$ cat src/lwm_defines.svh
`ifndef LWM_DEFINES_SVH
`define LWM_DEFINES_SVH

// ----------------------------------------
// Widths
// ----------------------------------------
`define LWM_DATA_W     36
`define LWM_SEL_W      4
`define LWM_ADDR_W     4
`define LWM_DEPTH      16
`define LWM_LANE_W     9
`define LWM_NIB_W      4

// ----------------------------------------
// Strap handling
// ----------------------------------------
`define LWM_STRAP_WAIT 2'h3

`endif

$ cat src/lwm_pkg.sv
package lwm_pkg;
  `include "lwm_defines.svh"

  typedef logic [`LWM_DATA_W-1:0] lwm_word_t;
  typedef logic [`LWM_SEL_W-1:0]  lwm_sel_t;
  typedef logic [`LWM_ADDR_W-1:0] lwm_addr_t;

  typedef enum logic [1:0] {
    LWM_X8,
    LWM_X9,
    LWM_X18,
    LWM_X36
  } lwm_variant_e;

  typedef enum logic [2:0] {
    LWM_IDLE,
    LWM_WR1,
    LWM_WR2,
    LWM_RD1,
    LWM_RD2,
    LWM_RD_END
  } lwm_state_e;
endpackage

$ cat src/lwm_mask_if.sv
`timescale 1ns/10ps
`default_nettype none
interface lwm_mask_if;
  import lwm_pkg::*;
  lwm_variant_e variant;
  lwm_sel_t     sel_n;
  lwm_word_t    new_data;
  lwm_word_t    old_data;
  lwm_word_t    merged;
  logic         wr_en;

  modport ctrl (output variant, output sel_n, output new_data, output old_data, input merged, input wr_en);
  modport unit (input variant, input sel_n, input new_data, input old_data, output merged, output wr_en);
endinterface
`default_nettype wire

$ cat src/lwm_sram_write_mask.sv
// Operation
// - x8/x18 both selects low: full word written
// - Select0 only: low lane written
// - Select1 only: high lane written
// - x8/x18 both high: nothing written
// - x9 single select gates 9 bits
// - x36 all selects low: 36 bits
// - x36 four 9-bit lanes, one select each
// - x9/x36 all high: no write
// - Mask sampled per clock edge separately
// - Data captured on both clock rises
// - Read out on C pair, else K
// - Powers up deselected, outputs off
// - Burst address order per variant
// - Timing counted from start cycle t
`timescale 1ns/10ps
`default_nettype none
`include "lwm_defines.svh"
module lwm_sram_write_mask
  import lwm_pkg::*;
(
  input  wire logic      sys_clk,
  input  wire logic      rst_b,
  input  wire logic      clk_en,
  input  wire logic [1:0] variant_strap,
  input  wire logic      k_clk_pin,
  input  wire logic      k_clk_n_pin,
  input  wire logic      c_clk_pin,
  input  wire logic      c_clk_n_pin,
  input  wire logic      load_strobe_n,
  input  wire logic      rw_sel,
  input  wire lwm_pkg::lwm_addr_t addr_pin,
  input  wire lwm_pkg::lwm_word_t data_in_pin,
  input  wire lwm_pkg::lwm_sel_t  lane_write_select_n,
  output lwm_pkg::lwm_word_t      data_out,
  output lwm_pkg::lwm_word_t      data_out_oe,
  output logic           single_clock_mode
);
  import lwm_pkg::*;

  // ----------------------------------------
  // Pin synchronisers
  // ----------------------------------------
  // All pins share the same two-stage delay, so data stays aligned with its clock edge
  localparam int PW = 4 + 2 + `LWM_ADDR_W + `LWM_DATA_W + `LWM_SEL_W + 2;
  logic [PW-1:0] s1_q, s1_d, s2_q, s2_d;
  logic          k_prev_q, k_prev_d, kn_prev_q, kn_prev_d;
  logic          c_prev_q, c_prev_d, cn_prev_q, cn_prev_d;

  logic          k_s, kn_s, c_s, cn_s, ld_n_s, rw_s;
  lwm_addr_t     addr_s;
  lwm_word_t     data_s;
  lwm_sel_t      sel_s;
  logic [1:0]    var_s;

  always_comb
  begin
    s1_d = {k_clk_pin, k_clk_n_pin, c_clk_pin, c_clk_n_pin, load_strobe_n, rw_sel,
            addr_pin, data_in_pin, lane_write_select_n, variant_strap};
    s2_d = s1_q;
    {k_s, kn_s, c_s, cn_s, ld_n_s, rw_s, addr_s, data_s, sel_s, var_s} = s2_q;
    k_prev_d  = k_s;
    kn_prev_d = kn_s;
    c_prev_d  = c_s;
    cn_prev_d = cn_s;
  end

  always_ff @(posedge sys_clk or negedge rst_b)
  begin
    if (!rst_b)
    begin
      s1_q      <= '0;
      s2_q      <= '0;
      k_prev_q  <= 1'b0;
      kn_prev_q <= 1'b0;
      c_prev_q  <= 1'b0;
      cn_prev_q <= 1'b0;
    end
    else if (clk_en)
    begin
      s1_q      <= s1_d;
      s2_q      <= s2_d;
      k_prev_q  <= k_prev_d;
      kn_prev_q <= kn_prev_d;
      c_prev_q  <= c_prev_d;
      cn_prev_q <= cn_prev_d;
    end
  end

  logic k_rise, kn_rise, o_rise, on_rise;

  // ----------------------------------------
  // Straps and clock selection
  // ----------------------------------------
  logic [1:0]   strap_cnt_q, strap_cnt_d;
  logic         strap_done_q, strap_done_d;
  logic         single_q, single_d;
  lwm_variant_e variant_q, variant_d;

  always_comb
  begin
    strap_cnt_d  = strap_cnt_q;
    strap_done_d = strap_done_q;
    single_d     = single_q;
    variant_d    = variant_q;
    if (!strap_done_q)
    begin
      if (strap_cnt_q == `LWM_STRAP_WAIT)
      begin
        strap_done_d = 1'b1;
        single_d     = c_s & cn_s;
        variant_d    = lwm_variant_e'(var_s);
      end
      else
        strap_cnt_d = strap_cnt_q + 2'h1;
    end
  end

  always_ff @(posedge sys_clk or negedge rst_b)
  begin
    if (!rst_b)
    begin
      strap_cnt_q  <= 2'h0;
      strap_done_q <= 1'b0;
      single_q     <= 1'b0;
      variant_q    <= LWM_X8;
    end
    else if (clk_en)
    begin
      strap_cnt_q  <= strap_cnt_d;
      strap_done_q <= strap_done_d;
      single_q     <= single_d;
      variant_q    <= variant_d;
    end
  end

  always_comb
  begin
    k_rise  = strap_done_q & k_s & ~k_prev_q;
    kn_rise = strap_done_q & kn_s & ~kn_prev_q;
    o_rise  = single_q ? k_rise  : (strap_done_q & c_s & ~c_prev_q);
    on_rise = single_q ? kn_rise : (strap_done_q & cn_s & ~cn_prev_q);
  end

  // ----------------------------------------
  // Burst control and array
  // ----------------------------------------
  lwm_state_e state_q, state_d;
  lwm_addr_t  a1_q, a1_d, a2_q, a2_d;
  lwm_word_t  mem_q [`LWM_DEPTH];
  lwm_word_t  mem_d [`LWM_DEPTH];
  lwm_word_t  dout_q, dout_d, oe_q, oe_d;
  lwm_addr_t  wr_addr;
  logic       wr_go;

  lwm_mask_if mif ();

  lwm_lane_merge u_merge (
    .mif (mif)
  );

  always_comb
  begin
    state_d = state_q;
    a1_d    = a1_q;
    a2_d    = a2_q;
    dout_d  = dout_q;
    oe_d    = oe_q;
    wr_addr = a1_q;
    wr_go   = 1'b0;
    case (state_q)
      LWM_IDLE:
        if (k_rise && !ld_n_s)
        begin
          if (variant_q == LWM_X8 || variant_q == LWM_X9)
          begin
            a1_d = {addr_s[`LWM_ADDR_W-1:1], 1'b0};
            a2_d = {addr_s[`LWM_ADDR_W-1:1], 1'b1};
          end
          else
          begin
            a1_d = addr_s;
            a2_d = {addr_s[`LWM_ADDR_W-1:1], ~addr_s[0]};
          end
          state_d = rw_s ? LWM_RD1 : LWM_WR1;
        end
      LWM_WR1:
        if (k_rise)
        begin
          wr_go   = 1'b1;
          wr_addr = a1_q;
          state_d = LWM_WR2;
        end
      LWM_WR2:
        if (kn_rise)
        begin
          wr_go   = 1'b1;
          wr_addr = a2_q;
          state_d = LWM_IDLE;
        end
      LWM_RD1:
        if (on_rise)
        begin
          dout_d  = mem_q[a1_q];
          oe_d    = '1;
          state_d = LWM_RD2;
        end
      LWM_RD2:
        if (o_rise)
        begin
          dout_d  = mem_q[a2_q];
          state_d = LWM_RD_END;
        end
      LWM_RD_END:
        if (o_rise)
        begin
          oe_d    = '0;
          state_d = LWM_IDLE;
        end
      default:
        state_d = LWM_IDLE;
    endcase
  end

  always_comb
  begin
    mif.variant  = variant_q;
    // Mask taken on this edge only
    mif.sel_n    = sel_s;
    mif.new_data = data_s;
    mif.old_data = mem_q[wr_addr];
  end

  genvar gi;
  generate
    for (gi = 0; gi < `LWM_DEPTH; gi++)
    begin : g_mem
      always_comb
      begin
        mem_d[gi] = mem_q[gi];
        if (wr_go && mif.wr_en && wr_addr == lwm_addr_t'(gi))
          mem_d[gi] = mif.merged;
      end

      always_ff @(posedge sys_clk or negedge rst_b)
      begin
        if (!rst_b)
          mem_q[gi] <= '0;
        else if (clk_en)
          mem_q[gi] <= mem_d[gi];
      end
    end
  endgenerate

  always_ff @(posedge sys_clk or negedge rst_b)
  begin
    if (!rst_b)
    begin
      state_q <= LWM_IDLE;
      a1_q    <= '0;
      a2_q    <= '0;
      dout_q  <= '0;
      oe_q    <= '0;
    end
    else if (clk_en)
    begin
      state_q <= state_d;
      a1_q    <= a1_d;
      a2_q    <= a2_d;
      dout_q  <= dout_d;
      oe_q    <= oe_d;
    end
  end

  assign data_out          = dout_q;
  assign data_out_oe       = oe_q;
  assign single_clock_mode = single_q;
endmodule // lwm_sram_write_mask
`default_nettype wire

$ cat src/lwm_lane_merge.sv
`timescale 1ns/10ps
`default_nettype none
`include "lwm_defines.svh"
module lwm_lane_merge
  import lwm_pkg::*;
(
  lwm_mask_if.unit mif
);
  import lwm_pkg::*;

  // ----------------------------------------
  // Bit enables from lane selects
  // ----------------------------------------
  function automatic lwm_word_t lane_enable(input lwm_variant_e v, input lwm_sel_t s);
    lwm_word_t en;
    en = '0;
    case (v)
      LWM_X8:
      begin
        en[`LWM_NIB_W-1:0] = {`LWM_NIB_W{~s[0]}};
        en[2*`LWM_NIB_W-1:`LWM_NIB_W] = {`LWM_NIB_W{~s[1]}};
      end
      LWM_X9:
        en[`LWM_LANE_W-1:0] = {`LWM_LANE_W{~s[0]}};
      LWM_X18:
        for (int i = 0; i < 2; i++)
          en[i*`LWM_LANE_W +: `LWM_LANE_W] = {`LWM_LANE_W{~s[i]}};
      LWM_X36:
        for (int i = 0; i < `LWM_SEL_W; i++)
          en[i*`LWM_LANE_W +: `LWM_LANE_W] = {`LWM_LANE_W{~s[i]}};
      default:
        en = '0;
    endcase
    return en;
  endfunction

  lwm_word_t en_w;

  always_comb
  begin
    en_w = lane_enable(mif.variant, mif.sel_n);
  end

  assign mif.merged = (mif.new_data & en_w) | (mif.old_data & ~en_w);
  assign mif.wr_en  = |en_w;
endmodule // lwm_lane_merge
`default_nettype wire

$ cat config.mk
export PLATFORM = sky130hd
export DESIGN_NAME = lwm_sram_write_mask
export DESIGN_NICKNAME = d
export VERILOG_FILES = /design/src/lwm_pkg.sv /design/src/lwm_mask_if.sv /design/src/lwm_sram_write_mask.sv /design/src/lwm_lane_merge.sv
export VERILOG_INCLUDE_DIRS = /design/src
export SDC_FILE = /design/constraint.sdc
export NUM_CORES = 1
export LEC_CHECK = 0
export BUFFER_PORTS_ARGS = -buffer_cell sky130_fd_sc_hd__buf_2
export CAP_MARGIN = 15
export CORE_MARGIN = 3
export CORE_UTILIZATION = 40
export DETAILED_ROUTE_END_ITERATION = 12
export PLACE_DENSITY = 0.54
export SLEW_MARGIN = 20
export SYNTH_ARGS = -nofsm -noshare
export SYNTH_HDL_FRONTEND = slang
export SYNTH_SLANG_ARGS = --single-unit
export TNS_END_PERCENT = 5
$ cat constraint.sdc
create_clock -name sys_clk -period 4.3 [get_ports sys_clk]
set_input_delay 0.43 -clock sys_clk [delete_from_list [all_inputs] [get_ports sys_clk]]
set_output_delay 0.43 -clock sys_clk [all_outputs]
set_load 0.01 [all_outputs]
==> results by group <==
CTS
  – Root buf cell: clkbuf_16
  – Clock transition at path regs: 0.05 ns
  – Clk Latency, worst-skew pair: 0.66 ns
  – TritonCTS buffer count: 86
  – Clock Sinks: about 740
  – Deepest clock path buffer count: 3
  – Hold Buf Count CTS: 49
  – CTS tree: done
  – Post-CTS sizing: 0
  – Post-CTS setup repair buffer count: 0
  – H-tree depth: 3

Detailed routing
  – Vias: 31813
  – Residual DRC: 0
  – Initial DRC Count: ~2900
  – Vias per std cell: 6.12
  – DR pass1 iterations: 7
  – Post-DRT Antenna Nets: 0
  – WL final: approximately 150000 µm
  – DR WL/cell: 29.0 µm

Critical path
  – Critical Path Max Stage Delay: 0.90 ns
  – CP Buf/Inv Count: 2
  – CP most frequent cell: buf_4
  – Worst-path maximum fanout: 32
  – CP max stage cell: o221ai_2
  – Crit path kind: reg2reg
  – Critical Path End Type: flop
  – CP cell instances: nand4bb_2 > buf_4 > nor2_8 > o221ai_2 > nor2_2 > nand2_2 > buf_4 > mux2_2
  – Startpoint types: flop
  – Worst path required time: 4.82 ns
  – WP data arrival: approximately 4.2 ns
  – CP top delay family: buffers and inverters

STA
  – Setup TNS: 0 ns
  – Fmax: 271 MHz
  – Clk_skew: ~0.031 ns
  – Worst slew margin: 23.6%
  – Fin. max-slew vios: 0
  – Final Setup Violations: 0
  – RSZ-0062 raised after global routing: false
  – Worst-Margin Slew: between 1 and 1.5 ns
  – Count of final hold-check violations: 0
  – Min setup slack post-route: 0.604 ns
  – Final period util: between 80% and 90%
  – Min cycle time layout: 3.70 ns

Yosys
  – Mapped Area: ~41000 µm²
  – Main combinational cell family by area after synthesis: multiplexers
  – Mux share of post-synthesis cell area: between 20 and 30%
  – Yosys cell types: 110
  – Synth Area per Inst: 11.2 µm²
  – Post-synthesis cell count: 3676
  – Number of flops mapped to enable cells by yosys: 0
  – Synth async-reset ratio: 100%
  – Xor/xnor cell area share of the yosys netlist: less than 1%
  – Synth Area in Compound Gates: 13.0%
  – Fraction of the mapped netlist area in simple logic gates: 9.35%
  – Syn Nets: 3732
  – Seq/Total Area, Yosys: ~45%
  – Primary FF master, synth: dfrtp_1
  – Synth Area in Adders: 0.0303%
  – Ys Warns: 0
  – Synth Register Bits: 735

Global route
  – First-pass GRT wire length: 224000 µm
  – Met1 global-route usage: 38.8%
  – Initial antenna violation count: 4
  – Met2 usage: 42.9%
  – Largest net degree at the start of global routing: 106
  – Total track usage: 28.1%
  – Gr busiest metal: met2
  – Met3 Usage GRT: under 10%
  – GR Overflow Total: 0
  – Vias in the first global route: around 32000

Run
  – Max Cap Viol: 0

Die
  – Die area: around 110000 µm²
  – I/O pin total: 128
  – Initial Util: 40.4%
  – Die width: 327 µm
  – Die height: 327 µm
  – Rows: between 100 and 150
  – Core footprint: 102000 µm²

Power
  – Max IR drop VDD: about 400 µV
  – Tot Pwr: 29500 µW
  – P_leak: 0.0201 µW
  – Clock network power share: 26.7%
  – Switching share of power: 41.6%
  – Pint: about 17000 µW
  – Pwr Density: 630 nW/µm²
  – Switch Pwr: 12300 µW
  – Comb pwr share: 42.6%
  – Power share of the sequential group: 30.7%

Layout
  – Multi-input logic area: between 20000 and 25000 µm²
  – Register area: 18400 µm²
  – Layout cells sized above 1: 31.2%
  – Most common library cell in the layout ignoring fill and taps: dfrtp_1
  – Final Non-Filler Cells: about 5200
  – Commonest cells after routing, fill and taps aside: 730 x dfrtp_1, 494 x mux2_2, 363 x nand2_1, 259 x o21ai_0, 211 x nor2_1
  – Number of nets in the layout: around 3800
  – Fill cells: ~9500
  – Area growth from synthesis to layout: 13.7%

Placement
  – Dpl ws: ~0.69 ns
  – GPL Wtd Cong: approximately 0.89
  – # placed instances: approximately 5000
  – I/O Buffers: 127
  – Dpl hpwl: between 90000 and 100000 µm

Min path
  – Worst min path class: in2reg

Run status
  – Status: complete, no violations
## routing by layer
| layer | part of all wire (%) | wire [µm] |
|---|---|---|
| met1 | 43 | 64200 |
| met2 | 44 | 67000 |
| met3 | 7.8 | 11700 |
| met4 | 5.1 | 7670 |
| met5 | 0.0066 | 10 |
## cell usage after synthesis, types with 23 or more instances
| master | count | area (µm²) |
|---|---|---|
| dfrtp_1 | 735 | 18400 |
| mux2_2 | 494 | 5560 |
| nand2_1 | 367 | 1380 |
| o21ai_0 | 260 | 1300 |
| nor2_1 | 213 | 800 |
| a21oi_1 | 205 | 1030 |
| mux2i_1 | 201 | 2010 |
| mux4_2 | 153 | 3450 |
| buf_2 | 117 | 586 |
| clkbuf_1 | 107 | 402 |
| buf_4 | 95 | 713 |
| a31oi_1 | 66 | 413 |
| nand3_1 | 63 | 315 |
| a211oi_1 | 46 | 345 |
| nand4_1 | 30 | 188 |
| mux2_1 | 29 | 327 |
| a221oi_1 | 27 | 236 |
| nand2b_1 | 27 | 169 |
| buf_6 | 25 | 282 |
| o22ai_1 | 25 | 156 |
| nor2b_1 | 23 | 144 |
## logic make-up (layout without fill, tap and decap cells)
family                     Yosys count  after routing
DFF                                735            735
other                                0              1
and+or+nand+nor                    838            838
AOI/OAI and AO/OA                  841            841
adders and majority gates            1              1
xor gates and xnor gates             1              1
muxes                              879            879
buffers and inverters              381            531
## power by group through the flow
stage | combinational [µW] | clock [µW] | sequential (µW)
floorplan | 8400 | 0 | 8660
global placement | 12200 | 0 | 9130
detailed placement | 12300 | 0 | 9160
CTS | 12400 | 8010 | 9040
global route | 13200 | 8290 | 9210
finish | 12600 | 7880 | 9060
## registers in the layout, indices dropped and copies added (netlist names), 2 cells and up
signal       cells
a1_q             4
mem_q          576
data_out        36
s1_q            52
strap_cnt_q      2
s2_q            52
mif.variant      2
state_q          3
## per-stage QoR
stage                     cell area (µm²)  hold WS (ns)  utilization, %
final                               46900        0.0230            46.0
after global routing                46900        0.0130            46.0
after CTS                           46900       0.00150            45.9
after detailed placement            43300         0.465            42.5
after global placement              43300         0.458            42.5
after floorplan                     41300         0.134               -
## final cells by class
class,instances,share of cell area [%]
inverter,11,0.0880
clock buffer,126,5.49
tap,1368,3.65
multi-input combinational,2560,44.3
timing repair buffer,362,6.26
clock inverter,32,0.992
antenna,1,0.00534
sequential,735,39.3
## final timing paths
path                            slack (ns)              startpoint                       end  depth (start not counted)
max in group asynchronous             2.79                   rst_b  data_out[22]$_DFFE_PN0P_                          3
min in group asynchronous             0.38                   rst_b      mem_q[6]$_DFFE_PN0P_                          2
worst max-delay path                  0.60  state_q[2]$_DFFE_PN0P_    mem_q[563]$_DFFE_PN0P_                          8
worst min-delay path                  0.02          data_in_pin[8]      s1_q[14]$_DFFE_PN0P_                          2
worst min register to register        0.48   mem_q[60]$_DFFE_PN0P_     mem_q[60]$_DFFE_PN0P_                          2
worst max register to register        0.60  state_q[2]$_DFFE_PN0P_    mem_q[563]$_DFFE_PN0P_                          8
No activity file was read; power rests on OpenSTA's default activity.
